[config.mk]
export PLATFORM = sky130hd
export DESIGN_NAME = sstd_supervisor_top
export DESIGN_NICKNAME = d
export VERILOG_FILES = /design/src/design/sstd_pkg.sv /design/src/design/sstd_msw_decode.sv /design/src/design/sstd_tick_count.sv /design/src/design/sstd_supervisor_top.sv
export SDC_FILE = /design/constraint.sdc
export NUM_CORES = 1
export LEC_CHECK = 0
export BUFFER_PORTS_ARGS = -buffer_cell sky130_fd_sc_hd__buf_2
export CAP_MARGIN = 20
export CELL_PAD_IN_SITES_DETAIL_PLACEMENT = 2
export CELL_PAD_IN_SITES_GLOBAL_PLACEMENT = 2
export CORE_UTILIZATION = 35
export DETAILED_ROUTE_END_ITERATION = 7
export PLACE_DENSITY = 0.87
export SETUP_SLACK_MARGIN = 0.15
export SLEW_MARGIN = 20
export SYNTH_ARGS = -nofsm -noshare
export SYNTH_HDL_FRONTEND = slang
export SYNTH_SLANG_ARGS = --single-unit
[constraint.sdc]
create_clock -name i_clock -period 7.3 [get_ports i_clock]
set_input_delay 1.46 -clock i_clock [delete_from_list [all_inputs] [get_ports i_clock]]
set_output_delay 1.46 -clock i_clock [all_outputs]
set_load 0.03 [all_outputs]
[src/design/sstd_pkg.sv]
/*
 * Shared constants and carrier types for the supervisor state and
 * countdown block. Assumes MSB-0 bit numbering in software maps to
 * LSB index 31-n in the hardware vectors.
 */
package sstd_pkg;

    // ------------------------------------------------------------
    // Special register numbers
    // ------------------------------------------------------------
    localparam logic [9:0] SPR_FLT_RSN = 10'h012;
    localparam logic [9:0] SPR_FLT_ADR = 10'h013;
    localparam logic [9:0] SPR_CDOWN   = 10'h016;
    localparam logic [9:0] SPR_RET_ADR = 10'h01a;
    localparam logic [9:0] SPR_SAVED   = 10'h01b;
    localparam logic [9:0] SPR_TICK_LR = 10'h10c;
    localparam logic [9:0] SPR_TICK_HR = 10'h10d;
    localparam logic [9:0] SPR_TICK_LW = 10'h11c;
    localparam logic [9:0] SPR_TICK_HW = 10'h11d;

    // ------------------------------------------------------------
    // Machine state word bit positions (LSB index)
    // ------------------------------------------------------------
    localparam int B_ORDER_TRAP = 16;
    localparam int B_EXT_IRQ    = 15;
    localparam int B_USER_ONLY  = 14;
    localparam int B_FLOAT_ON   = 13;
    localparam int B_MCHECK_ON  = 12;
    localparam int B_FTRAP0     = 11;
    localparam int B_STEP_TRACE = 10;
    localparam int B_BR_TRACE   = 9;
    localparam int B_FTRAP1     = 8;
    localparam int B_VEC_HIGH   = 6;
    localparam int B_CAN_RESUME = 1;
    localparam int B_ORDER_NORM = 0;

    localparam logic [31:0] MSW_WR_MASK = 32'h0001_ff43;
    localparam logic [31:0] MSW_RESET   = 32'h0000_0000;
    // Bits cleared on entry to a handler: irq, user, float, float trap mode, traces, RI.
    localparam logic [31:0] MSW_EXC_CLR = 32'h0000_ef03;
    localparam logic [31:0] VEC_BASE_LO = 32'h0000_0000;
    localparam logic [31:0] VEC_BASE_HI = 32'hfff0_0000;
    localparam logic [31:0] CDOWN_RESET = 32'h0000_0000;
    localparam logic [63:0] TICK_RESET  = 64'h0000_0000_0000_0000;

    // Countdown clock divider ratio.
    localparam int CDOWN_DIV = 16;

    // ------------------------------------------------------------
    // Carrier types
    // ------------------------------------------------------------
    typedef struct packed {
        logic [15:0] info;
        logic [31:0] resume;
    } sstd_exc_t;

    typedef struct packed {
        logic        user_only_mode;
        logic        float_unit_on;
        logic        machine_check_on;
        logic        step_trace_on;
        logic        branch_trace_on;
        logic        float_precise;
        logic        little_endian;
        logic [31:0] vector_base;
    } sstd_ctl_t;

endpackage

[src/design/sstd_msw_decode.sv]
/*
 * Decodes the machine state word into the control view used by the
 * pipeline. Assumes the word comes from a register on the same clock.
 */
`timescale 1ns/10ps
`default_nettype none

module sstd_msw_decode
(
    // State word in
    input  wire logic [31:0]       i_msw,
    // Decoded control out
    output sstd_pkg::sstd_ctl_t    o_ctl
);
    import sstd_pkg::*;

    always_comb
    begin
        o_ctl.user_only_mode   = i_msw[B_USER_ONLY];
        o_ctl.float_unit_on    = i_msw[B_FLOAT_ON];
        o_ctl.machine_check_on = i_msw[B_MCHECK_ON];
        o_ctl.step_trace_on    = i_msw[B_STEP_TRACE];
        o_ctl.branch_trace_on  = i_msw[B_BR_TRACE];
        o_ctl.float_precise    = i_msw[B_FTRAP0] | i_msw[B_FTRAP1];
        o_ctl.little_endian    = i_msw[B_ORDER_NORM];
        o_ctl.vector_base      = i_msw[B_VEC_HIGH] ? VEC_BASE_HI : VEC_BASE_LO;
    end

endmodule
`default_nettype wire

[src/design/sstd_tick_count.sv]
/*
 * The 64-bit tick counter and the 32-bit countdown register with its
 * request latch. Assumes write strobes are already privilege-checked.
 */
`timescale 1ns/10ps
`default_nettype none

module sstd_tick_count
#(
    parameter int DIV = sstd_pkg::CDOWN_DIV
)
(
    // Clock and reset
    input  wire logic        i_clock,
    input  wire logic        i_srst,
    // Writes
    input  wire logic        i_wr_lo,
    input  wire logic        i_wr_hi,
    input  wire logic        i_wr_cd,
    input  wire logic [31:0] i_wdata,
    // Countdown exception taken
    input  wire logic        i_cd_taken,
    // State
    output logic      [63:0] o_tick,
    output logic      [31:0] o_cdown,
    output logic             o_cd_pend
);
    import sstd_pkg::*;

    logic [$clog2(DIV)-1:0] div_q;
    logic                   tick_en;
    logic [63:0]            tick_q;
    logic [31:0]            cd_q;
    logic [31:0]            cd_d;
    logic                   pend_q;

    // --------------------------------------------------------------
    // Rate divider
    // --------------------------------------------------------------
    assign tick_en = (div_q == ($clog2(DIV))'(DIV - 1));

    always_ff @(posedge i_clock)
    begin
        if (i_srst || tick_en)
            div_q <= '0;
        else
            div_q <= div_q + 1'b1;
    end

    // --------------------------------------------------------------
    // Tick counter, halves written independently
    // --------------------------------------------------------------
    always_ff @(posedge i_clock)
    begin
        if (i_srst)
            tick_q <= TICK_RESET;
        else if (i_wr_lo)
            tick_q[31:0] <= i_wdata;
        else if (i_wr_hi)
            tick_q[63:32] <= i_wdata;
        else if (tick_en)
            tick_q <= tick_q + 64'h1;
    end

    // --------------------------------------------------------------
    // Countdown
    // --------------------------------------------------------------
    always_comb
    begin
        if (i_wr_cd)
            cd_d = i_wdata;
        else if (tick_en)
            cd_d = cd_q - 32'h1;
        else
            cd_d = cd_q;
    end

    always_ff @(posedge i_clock)
    begin
        if (i_srst)
            cd_q <= CDOWN_RESET;
        else
            cd_q <= cd_d;
    end

    // A new crossing in the cycle of the take still stands pending.
    always_ff @(posedge i_clock)
    begin
        if (i_srst)
            pend_q <= 1'b0;
        else if (!cd_q[31] && cd_d[31])
            pend_q <= 1'b1;
        else if (i_cd_taken)
            pend_q <= 1'b0;
    end

    assign o_tick    = tick_q;
    assign o_cdown   = cd_q;
    assign o_cd_pend = pend_q;

    // --------------------------------------------------------------
    // Checks
    // --------------------------------------------------------------
    a_cd_edge_pend:
        assert property (@(posedge i_clock) disable iff (i_srst)
            (!cd_q[31] && cd_d[31]) |=> pend_q)
        else $error("countdown crossing did not raise a request");

    a_cd_write_load:
        assert property (@(posedge i_clock) disable iff (i_srst)
            i_wr_cd |=> (cd_q == $past(i_wdata)))
        else $error("countdown write not loaded");

    a_tick_half_keep:
        assert property (@(posedge i_clock) disable iff (i_srst)
            i_wr_lo |=> (tick_q[63:32] == $past(tick_q[63:32])))
        else $error("low half write disturbed high half");

endmodule
`default_nettype wire

[src/design/sstd_supervisor_top.sv]
/*
 * Supervisor state logic: machine state word, fault reason and address,
 * save/restore pair, and the special register move port in front of the
 * tick and countdown counters. Assumes the pipeline presents one move,
 * exception take or return per cycle at most, on the same clock.
 */
`timescale 1ns/10ps
`default_nettype none

// Overview of operation
// - Exception copies trap byte order to normal.
// - Interrupt enable clear holds off external, countdown.
// - User-only bit blocks supervisor instructions.
// - Float off refuses float instruction dispatch.
// - Machine checks taken only when enabled.
// - Step trace after next clean instruction.
// - Branch trace on each completed branch.
// - Vector base chosen by high-pick bit.
// - Resume bit marks recoverable machine state.
// - Normal byte order from its bit.
// - Nonzero float trap mode means precise.
// - Fault reason recorded, untouched by reset.
// - Alignment fault loads fault address.
// - Tick counter writes need supervisor level.
// - Tick halves written independently.
// - Countdown decrements on divided clock, requests.
// - Reading countdown changes nothing.
// - Countdown write overwrites count.
// - Bit zero rising raises countdown request.
// - Taking countdown exception drops pending ones.
// - Exception loads resume address.
// - Exception saves info and low state half.
// - Exception saves state, then updates it.
module sstd_supervisor_top
#(
    parameter int CD_DIV = sstd_pkg::CDOWN_DIV
)
(
    // Clock and reset
    input  wire logic                 i_clock,
    input  wire logic                 i_srst,
    input  wire logic                 i_vec_strap,

    // Special register move port
    input  wire logic                 i_spr_wr,
    input  wire logic                 i_spr_rd,
    input  wire logic [9:0]           i_spr_num,
    input  wire logic [31:0]          i_spr_wdata,
    output logic      [31:0]          o_spr_rdata,
    output logic                      o_spr_refused,

    // State word move port
    input  wire logic                 i_msw_wr,
    input  wire logic [31:0]          i_msw_wdata,
    output logic      [31:0]          o_msw,

    // Exception entry and return
    input  wire logic                 i_exc_take,
    input  wire sstd_pkg::sstd_exc_t  i_exc,
    input  wire logic                 i_exc_is_cd,
    input  wire logic                 i_rfi,
    output logic      [31:0]          o_resume_pc,

    // Alignment and data access faults
    input  wire logic                 i_align_fault,
    input  wire logic                 i_data_fault,
    input  wire logic [31:0]          i_fault_reason,
    input  wire logic [31:0]          i_fault_addr,

    // Pipeline events
    input  wire logic                 i_ext_irq,
    input  wire logic                 i_mcheck,
    input  wire logic                 i_instr_done,
    input  wire logic                 i_instr_exc,
    input  wire logic                 i_branch_done,
    input  wire logic                 i_fp_instr,
    input  wire logic                 i_sup_instr,

    // Decoded control and requests
    output sstd_pkg::sstd_ctl_t       o_ctl,
    output logic                      o_ext_req,
    output logic                      o_cd_req,
    output logic                      o_mcheck_req,
    output logic                      o_trace_req,
    output logic                      o_fp_refuse,
    output logic                      o_priv_refuse,
    output logic                      o_recoverable
);
    import sstd_pkg::*;

    // --------------------------------------------------------------
    // Move port decode
    // --------------------------------------------------------------

    function automatic logic spr_mapped(input logic [9:0] num, input logic wr);
        logic ok;
        ok = 1'b0;
        case (num)
            SPR_FLT_RSN, SPR_FLT_ADR, SPR_CDOWN, SPR_RET_ADR, SPR_SAVED:
                ok = 1'b1;
            SPR_TICK_LR, SPR_TICK_HR:
                ok = !wr;
            SPR_TICK_LW, SPR_TICK_HW:
                ok = wr;
            default:
                ok = 1'b0;
        endcase
        return ok;
    endfunction

    // Only the tick read numbers are open to user-level code.
    function automatic logic spr_user_ok(input logic [9:0] num);
        return (num == SPR_TICK_LR) || (num == SPR_TICK_HR);
    endfunction

    logic [31:0] msw_q;
    logic [31:0] ret_adr_q;
    logic [31:0] saved_q;
    logic [31:0] flt_rsn_q;
    logic [31:0] flt_adr_q;
    logic [31:0] rdata_q;
    logic        refused;
    logic        wr_ok;
    logic        rd_ok;
    logic [63:0] tick;
    logic [31:0] cdown;
    logic        cd_pend;
    logic        user_mode;

    assign user_mode = msw_q[B_USER_ONLY];

    // Unmapped numbers and supervisor numbers from user level are refused.
    always_comb
    begin
        refused = 1'b0;
        if (i_spr_wr || i_spr_rd)
        begin
            if (!spr_mapped(i_spr_num, i_spr_wr))
                refused = 1'b1;
            else if (user_mode && !spr_user_ok(i_spr_num))
                refused = 1'b1;
        end
    end

    assign wr_ok         = i_spr_wr && !refused;
    assign rd_ok         = i_spr_rd && !refused;
    assign o_spr_refused = refused;

    // --------------------------------------------------------------
    // Counters
    // --------------------------------------------------------------

    sstd_tick_count
    #(
        .DIV        (CD_DIV)
    )
    u_tick
    (
        .i_clock    (i_clock),
        .i_srst     (i_srst),
        .i_wr_lo    (wr_ok && (i_spr_num == SPR_TICK_LW)),
        .i_wr_hi    (wr_ok && (i_spr_num == SPR_TICK_HW)),
        .i_wr_cd    (wr_ok && (i_spr_num == SPR_CDOWN)),
        .i_wdata    (i_spr_wdata),
        .i_cd_taken (i_exc_take && i_exc_is_cd),
        .o_tick     (tick),
        .o_cdown    (cdown),
        .o_cd_pend  (cd_pend)
    );

    // --------------------------------------------------------------
    // Machine state word
    // --------------------------------------------------------------

    // Exception entry outranks a return, which outranks a direct write.
    // The vector pick is strapped at reset; all other bits start clear.
    always_ff @(posedge i_clock)
    begin
        if (i_srst)
        begin
            msw_q             <= MSW_RESET;
            msw_q[B_VEC_HIGH] <= i_vec_strap;
        end
        else if (i_exc_take)
        begin
            msw_q               <= msw_q & ~MSW_EXC_CLR;
            msw_q[B_ORDER_NORM] <= msw_q[B_ORDER_TRAP];
        end
        else if (i_rfi)
            msw_q <= {msw_q[31:16], saved_q[15:0]} & MSW_WR_MASK;
        else if (i_msw_wr && !user_mode)
            msw_q <= i_msw_wdata & MSW_WR_MASK;
    end

    assign o_msw = msw_q;

    sstd_msw_decode u_decode
    (
        .i_msw (msw_q),
        .o_ctl (o_ctl)
    );

    // --------------------------------------------------------------
    // Save/restore pair
    // --------------------------------------------------------------

    always_ff @(posedge i_clock)
    begin
        if (i_srst)
            ret_adr_q <= 32'h0000_0000;
        else if (i_exc_take)
            ret_adr_q <= i_exc.resume;
        else if (wr_ok && (i_spr_num == SPR_RET_ADR))
            ret_adr_q <= i_spr_wdata;
    end

    always_ff @(posedge i_clock)
    begin
        if (i_srst)
            saved_q <= 32'h0000_0000;
        else if (i_exc_take)
            saved_q <= {i_exc.info, msw_q[15:0]};
        else if (wr_ok && (i_spr_num == SPR_SAVED))
            saved_q <= i_spr_wdata;
    end

    assign o_resume_pc = ret_adr_q;

    // --------------------------------------------------------------
    // Fault reason and address
    // --------------------------------------------------------------

    // No reset: software may inspect these after a restart.
    always_ff @(posedge i_clock)
    begin
        if (i_align_fault || i_data_fault)
            flt_rsn_q <= i_fault_reason;
        else if (wr_ok && (i_spr_num == SPR_FLT_RSN))
            flt_rsn_q <= i_spr_wdata;
    end

    always_ff @(posedge i_clock)
    begin
        if (i_align_fault)
            flt_adr_q <= i_fault_addr;
        else if (wr_ok && (i_spr_num == SPR_FLT_ADR))
            flt_adr_q <= i_spr_wdata;
    end

    // --------------------------------------------------------------
    // Read path
    // --------------------------------------------------------------

    // Reads only sample; the countdown and its latch see no strobe here.
    always_ff @(posedge i_clock)
    begin
        if (i_srst)
            rdata_q <= 32'h0000_0000;
        else if (rd_ok)
        begin
            case (i_spr_num)
                SPR_FLT_RSN: rdata_q <= flt_rsn_q;
                SPR_FLT_ADR: rdata_q <= flt_adr_q;
                SPR_CDOWN:   rdata_q <= cdown;
                SPR_RET_ADR: rdata_q <= ret_adr_q;
                SPR_SAVED:   rdata_q <= saved_q;
                SPR_TICK_LR: rdata_q <= tick[31:0];
                SPR_TICK_HR: rdata_q <= tick[63:32];
                default:     rdata_q <= 32'h0000_0000;
            endcase
        end
    end

    assign o_spr_rdata = rdata_q;

    // --------------------------------------------------------------
    // Requests and refusals
    // --------------------------------------------------------------

    assign o_ext_req     = i_ext_irq && msw_q[B_EXT_IRQ];
    assign o_cd_req      = cd_pend && msw_q[B_EXT_IRQ];
    assign o_mcheck_req  = i_mcheck && msw_q[B_MCHECK_ON];
    assign o_fp_refuse   = i_fp_instr && !msw_q[B_FLOAT_ON];
    assign o_priv_refuse = i_sup_instr && user_mode;
    assign o_recoverable = msw_q[B_CAN_RESUME];

    // Step trace fires only on a completion that raised nothing else.
    assign o_trace_req = (msw_q[B_STEP_TRACE] && i_instr_done && !i_instr_exc)
                       || (msw_q[B_BR_TRACE] && i_branch_done);

    // --------------------------------------------------------------
    // Checks
    // --------------------------------------------------------------

    a_trap_order_copy:
        assert property (@(posedge i_clock) disable iff (i_srst)
            i_exc_take |=> (msw_q[B_ORDER_NORM] == $past(msw_q[B_ORDER_TRAP])))
        else $error("trap byte order not copied on exception");

    a_cd_req_gate:
        assert property (@(posedge i_clock) disable iff (i_srst)
            !o_msw[B_EXT_IRQ] |-> (!o_cd_req && !o_ext_req))
        else $error("countdown request passed while disabled");

    a_user_priv:
        assert property (@(posedge i_clock) disable iff (i_srst)
            (i_sup_instr && msw_q[B_USER_ONLY]) |-> o_priv_refuse)
        else $error("supervisor instruction allowed at user level");

    a_fp_refuse:
        assert property (@(posedge i_clock) disable iff (i_srst)
            i_fp_instr |-> (o_fp_refuse == !o_ctl.float_unit_on))
        else $error("float refusal disagrees with state word");

    a_mcheck_gate:
        assert property (@(posedge i_clock) disable iff (i_srst)
            o_mcheck_req |-> (i_mcheck && o_ctl.machine_check_on))
        else $error("machine check taken while disabled");

    a_vec_base:
        assert property (@(posedge i_clock) disable iff (i_srst)
            o_ctl.vector_base == (msw_q[B_VEC_HIGH] ? 32'hfff0_0000 : 32'h0))
        else $error("vector base wrong");

    a_tick_guard:
        assert property (@(posedge i_clock) disable iff (i_srst)
            (i_spr_wr && user_mode && (i_spr_num == SPR_TICK_LW))
            |=> (tick[31:0] == $past(tick[31:0]) + 32'h1
                 || tick[31:0] == $past(tick[31:0])))
        else $error("user write reached tick counter");

    a_cd_read_quiet:
        assert property (@(posedge i_clock) disable iff (i_srst)
            (rd_ok && (i_spr_num == SPR_CDOWN)) |=> (rdata_q == $past(cdown)))
        else $error("countdown read returned wrong value");

    a_fault_addr:
        assert property (@(posedge i_clock)
            i_align_fault |=> (flt_adr_q == $past(i_fault_addr)))
        else $error("fault address not captured");

    a_exc_save:
        assert property (@(posedge i_clock) disable iff (i_srst)
            i_exc_take |=> (saved_q == {$past(i_exc.info), $past(msw_q[15:0])})
                        && (ret_adr_q == $past(i_exc.resume)))
        else $error("save pair not loaded on exception");

    a_rfi_restore:
        assert property (@(posedge i_clock) disable iff (i_srst)
            (i_rfi && !i_exc_take)
            |=> (msw_q[15:0] == ($past(saved_q[15:0]) & MSW_WR_MASK[15:0])))
        else $error("return did not restore state word");

endmodule
`default_nettype wire

==> impl_metrics.ini, run 1 <==
[run_status]
status = finished clean

[power]
vdd.ir_drop.worst_uv = 127.9
power_mw = 3.943
p_leak_nw = 6.772
p_per_area_mw_per_mm2 = 218.5

[setup_path]
worstPathRequired_ns = 7.66
reg2reg_depth = 7
crit_type = in -> reg
startpoint = i_spr_num[5]
r2r-start = u_tick.div_q[0]
critPathArrivalTime_ns = 5.13
cp_cell_sequence = buf_2 -> nor4_2 -> nand2_1 -> a21oi_2 -> and3_1 -> buf_4 -> nor3_1 -> a2111oi_0
crit_path_end_kind = flop
path_max_fanout = 21
slowest_delay_ns = 0.98
start_kind = primary input
crit_slowest_cell = nor4_2
rrSetupSlack_ns = 3.22
worstSetupEndpoint = o_resume_pc[17]
reg2reg_to = u_tick.o_tick[15]

[placement]
io_buffer_count = 286
dp_cells = 2414
hpwl_um = 46790
place.gp.congestion = 0.8929

[synth]
synth_most_common_cell = dfxtp_1
synth_seq_area_share_pct = 40.18
syn_avg_cell_area_um2 = 9.142
synth_ff_type = dfxtp_1
synthCells = 1665
synth_warnings = 0
synth_top_cell_area_share_pct = 27.35
ys_ff_latch = 273
synth_area_leaders = dfxtp_1, edfxtp_1, mux2_2
syn-cell-area_mm2 = 0.01522
yosysUniqueCellTypes = 64
yosys.area.top_type = dfxtp_1
async_flop_share_pct = 0
ys_top_cells_by_count = dfxtp_1, nor2_1, mux2_2, a211oi_1, clkbuf_1
synth_edf_count = 65

[die]
die_h_um = 210.5
die_w_um = 210.5
start_util_pct = 35.42
rows = 76
io_pins = 347
dieArea_mm2 = 0.04433
coreArea_mm2 = 0.04298

[global_routing]
antenna_found_initial = 7
grt_max_degree = 79
grt_usage_pct = 31.33
grt_pass1_wl_um = 105700
grt_pass1_vias = 16654
grt_overflow = 0

[layout]
fin_util_pct = 41.99
drive_gt1_share_pct = 27.02
stdcell_count = 2481
area_delta_synth_final_pct = 18.56
nFillCells = 4678
final_nets = 2072

[sta]
max_freq_ghz = 0.2096
post-route-min-period_ns = 4.772
max_slew_margin_pct = 22.48
clock_skew_ns = 0.02631
fin_tns_setup_ns = 0
whs_ns = 0.4661
drv_slew = 0
max_slew.worst_pin.slew_ns = 1.153
finalCritPeriodShare_pct = 65.37
rsz0062_at_grt = false
setup_viol = 0
hold_viol_final = 0

[detailed_routing]
route.final.wire_length_um = 71450
wl_per_cell_um = 28.80
drt_iter0_markers = 1151
route.detailed.drc = 0
detail-route-antenna-nets = 0
via_count = 15242
first_pass_iters = 5
vias_per_cell = 6.143

[clocking]
clk_pin_slew_ns = 0.07
cts-root-buf = clkbuf_16
htreeDepth = 2
clk_latency_ns = 0.55
cts_hold_buf = 0
clockBufferDepth = 3
cts_tree = yes
clock_sinks = 273
cts_made_buffers = 34
cts_setup_buffers = 0
ctsResizeCount = 0

[hold_path]
hold_start = saved_q[5]
min_path_type = reg -> reg

[job]
maxCapViolCount = 0
layout make-up:
type | count | area (um^2) | share of cell area, %
Antenna cell | 5 | 12.51 | 0.06933
Clock buffer | 45 | 975.9 | 5.408
Clock inverter | 17 | 237.7 | 1.317
Inverter | 44 | 165.2 | 0.9151
Multi-Input combinational cell | 1201 | 8180 | 45.33
Sequential cell | 273 | 6116 | 33.89
Tap cell | 585 | 732.0 | 4.056
Timing Repair Buffer | 311 | 1628 | 9.020
routing by layer:
layer | wire length (um) | part of all wire [%] | global-route usage (%)
met5 | 27 | 0.038 | 0
met4 | 3879 | 5.4 | 17.37
met3 | 4418 | 6.2 | 5.170
met2 | 35430 | 50 | 54.48
met1 | 27700 | 39 | 36.59
worst max-delay path: cells and delay by family:
| family | cells | cell delay, ns |
|---|---|---|
| AND/OR/NAND/NOR | 4 | 2.04 |
| AO/OA/AOI/OAI | 2 | 1.04 |
| buffers and inverters | 2 | 0.56 |
layout by cell type, fill, tap and decap left out, types with 7 or more instances in the layout:
master       n
nor4_1      28
clkbuf_16   37
nor2_1     197
edfxtp_1    65
xnor2_1     39
clkinv_2     7
conb_1      40
mux2_2     114
a22oi_1     38
and4_1      10
nor4_2       7
a211oi_1   104
dfxtp_1    208
nand3_1     39
a21oi_1     38
a221oi_1    32
nor3_1      94
buf_2      284
or4_1       10
mux2i_1     74
o21ai_0     17
or3_1        8
inv_1       44
xor2_1      29
nor2b_1      7
buf_4       26
o22ai_1     35
a31oi_1      9
a2111oi_0   33
nand4_1     35
nand2_1     79
cell families after synthesis:
logic type	after synthesis	synth area share [%]
DFF	273	40.18
other	1	0.02464
muxes	194	13.74
buffers and inverters	230	7.315
adders and majority gates	3	0.2466
and+or+nand+nor	561	18.62
AOI/OAI and AO/OA	335	15.96
xor gates and xnor gates	68	3.913
power by group:
part | switching (mW) | internal [mW] | leakage [nW]
Sequential | 0.0378 | 1.61 | 2.34
Clock | 0.734 | 1.16 | 0.593
Combinational | 0.272 | 0.130 | 3.84
Total | 1.04 | 2.90 | 6.77
stage by stage:
| step | worst slack, ns | instance area, um^2 |
|---|---|---|
| after global placement | 2.428 | 16820 |
| after floorplan | 2.129 | 15370 |
| after CTS | 2.597 | 18030 |
| final | 2.528 | 18050 |
| after detailed placement | 2.313 | 16820 |
| after global routing | 2.504 | 18040 |
worst min-delay path by stage:
| stage | slack, ns | cells after the start | end |
|---|---|---|---|
| after detailed placement | 0.45 | 2 | saved_q[7] |
| final | 0.47 | 2 | saved_q[5] |
| after floorplan | 0.43 | 2 | saved_q[2] |
| after global routing | 0.49 | 2 | saved_q[5] |
| after global placement | 0.44 | 2 | saved_q[5] |
| after CTS | 0.46 | 2 | saved_q[5] |
flip-flops by register name, summed over array words and instances, names as in the netlist:
signal and count:
u_tick.o_cdown 32, u_tick.div_q 4, flt_adr_q 32, u_tick.o_tick 64, o_resume_pc 32, o_spr_rdata 32, u_tick.o_cd_pend 1, saved_q 32
flt_rsn_q 32, o_msw 12
Power figures use the tool's default switching activity.
==> inputs of run 2 (changes only) <==
CORE_UTILIZATION = 33   (was 35)
PLACE_DENSITY = 0.83   (was 0.87)
clock period = 4.9 ns   (was 7.3 ns; I/O delays follow)
==> run 2 against run 1 <==
Effect of this change:
- hold slack hardly changed
- non-clock buffer count increased by 6
- sequential share of layout area is 0.18 points lower
- sequential power rose by 49%
- clock skew rose by 0.0014 ns
- power up 47%
- count of clock-buffer cells in the layout grew 7
- critical path depth did not move
- via count is 1.7% lower
- die area up 6.0%
- clock power rose by 45%
- critical path type unchanged
- critical endpoint is now o_resume_pc[13]
- largest power group unchanged
==> impl_metrics.ini, run 2 (same netlist as run 1, synthesis figures left out) <==
[die]
coreArea_mm2 = 0.04548
start_util_pct = 33.47
dieArea_mm2 = 0.04699
io_pins = 347
die_h_um = 216.8
die_w_um = 216.8
rows = 78

[sta]
clock_skew_ns = 0.02774
layout_setup_ws_ns = 1.121
drv_slew = 0
whs_ns = 0.4663
setup_viol = 0
max_slew.worst_pin.slew_ns = 1.048
hold_viol_final = 0
max_slew_margin_pct = 30.15
rsz0062_at_grt = false
finalCritPeriodShare_pct = 77.13
fin_tns_setup_ns = 0
max_freq_ghz = 0.2646
post-route-min-period_ns = 3.779

[clocking]
cts_setup_buffers = 0
ctsResizeCount = 0
cts_hold_buf = 0
cts-root-buf = clkbuf_16
clk_pin_slew_ns = 0.06
clockBufferDepth = 3
cts_tree = yes
htreeDepth = 2
cts_made_buffers = 34
clock_sinks = 273
clk_latency_ns = 0.54

[setup_path]
worstPathRequired_ns = 5.27
startpoint = i_spr_num[5]
reg2reg_depth = 9
r2r-start = u_tick.div_q[0]
crit_type = in -> reg
crit_path_end_kind = flop
worstSetupEndpoint = o_resume_pc[13]
path_max_fanout = 22
critPathArrivalTime_ns = 4.15
reg2reg_to = u_tick.o_tick[13]
rrSetupSlack_ns = 1.85
start_kind = primary input

[detailed_routing]
detail-route-antenna-nets = 0
route.final.wire_length_um = 68520
wl_per_cell_um = 27.40
first_pass_iters = 5
drt_iter0_markers = 942
via_count = 14986
vias_per_cell = 5.992
route.detailed.drc = 0

[hold_path]
min_path_type = reg -> reg
hold_start = saved_q[4]

[global_routing]
grt_pass1_wl_um = 102800
grt_max_degree = 71
grt_usage_pct = 28.53
antenna_found_initial = 6
grt_pass1_vias = 16405
grt_overflow = 0

[placement]
dp_cells = 2435
place.gp.congestion = 0.8403
post-place-ws_ns = 0.8398
hpwl_um = 45840
io_buffer_count = 286

[layout]
largest_reg_flops = 64
mostFrequentLayoutCells = buf_2, dfxtp_1, nor2_1
ff_latch_area_mm2 = 0.006116
nFillCells = 4989
multi_input_area_mm2 = 0.008183
stdcell_count = 2501
drive_gt1_share_pct = 27.37
area_delta_synth_final_pct = 19.20
final_nets = 2078
final_common_cell = buf_2

[power]
vdd.ir_drop.worst_uv = 197.6
p_leak_nw = 6.820
p_per_area_mw_per_mm2 = 319.5

[run_status]
status = finished clean

[job]
maxCapViolCount = 0
run 2: changes by cell type in the layout (fill, tap and decap cells not counted), moves of 2 or more:
cell / delta
bufinv_16: -4
clkbuf_8: +4
buf_12: +3
buf_4: +3
clkbuf_16: +3
clkinv_1: -2
clkinv_2: -2
run 2: metal layers:
layer  part of all wire, %  up-vias  wire (um)  GRT usage (%)
li1                      -     6547          -              -
met1                    40     7652      27520          33.78
met2                    50      601      34310          49.74
met3                   4.9      184       3364          4.081
met4                   4.8        2       3322          15.31
met5                 0.016        -         11              0
run 2: layout make-up:
type | instances | share of cell area, %
tap | 600 | 4.137
sequential | 273 | 33.71
clock buffer | 52 | 6.096
multi-input combinational | 1201 | 45.10
antenna | 5 | 0.06896
clock inverter | 9 | 0.5585
inverter | 44 | 0.9102
timing repair buffer | 317 | 9.426
run 2: worst max-delay path, stage by stage:
cell and delay (ns):
buf_2 0.11, nor4_2 0.77, nand2_1 0.28, a21oi_2 0.33
and3_1 0.70, buf_12 0.29, nor3_1 0.09, a2111oi_0 0.59
run 2: how the worst min path moves through the flow:
stage | to | cells after the start
6_report | saved_q[4] | 2
5_1_grt | saved_q[3] | 2
3_3_place_gp | saved_q[5] | 2
3_5_place_dp | saved_q[4] | 2
4_1_cts | saved_q[4] | 2
2_1_floorplan | saved_q[2] | 2
run 2: report_power, final:
part / total (mW) / leakage [nW] / switching [mW] / internal, mW
clock network: 2.74 / 0.596 / 1.07 / 1.67
registers: 2.46 / 2.34 / 0.0553 / 2.40
logic: 0.595 / 3.89 / 0.401 / 0.194
total: 5.80 / 6.82 / 1.53 / 4.27
run 2: through the flow:
stage	total power, mW	area (um^2)	util, %
3_3_place_gp	3.053	16920	37.21
5_1_grt	5.947	18140	39.90
6_report	5.798	18140	39.90
3_5_place_dp	3.083	16930	37.22
2_1_floorplan	2.860	15370	-
4_1_cts	5.820	18130	39.87
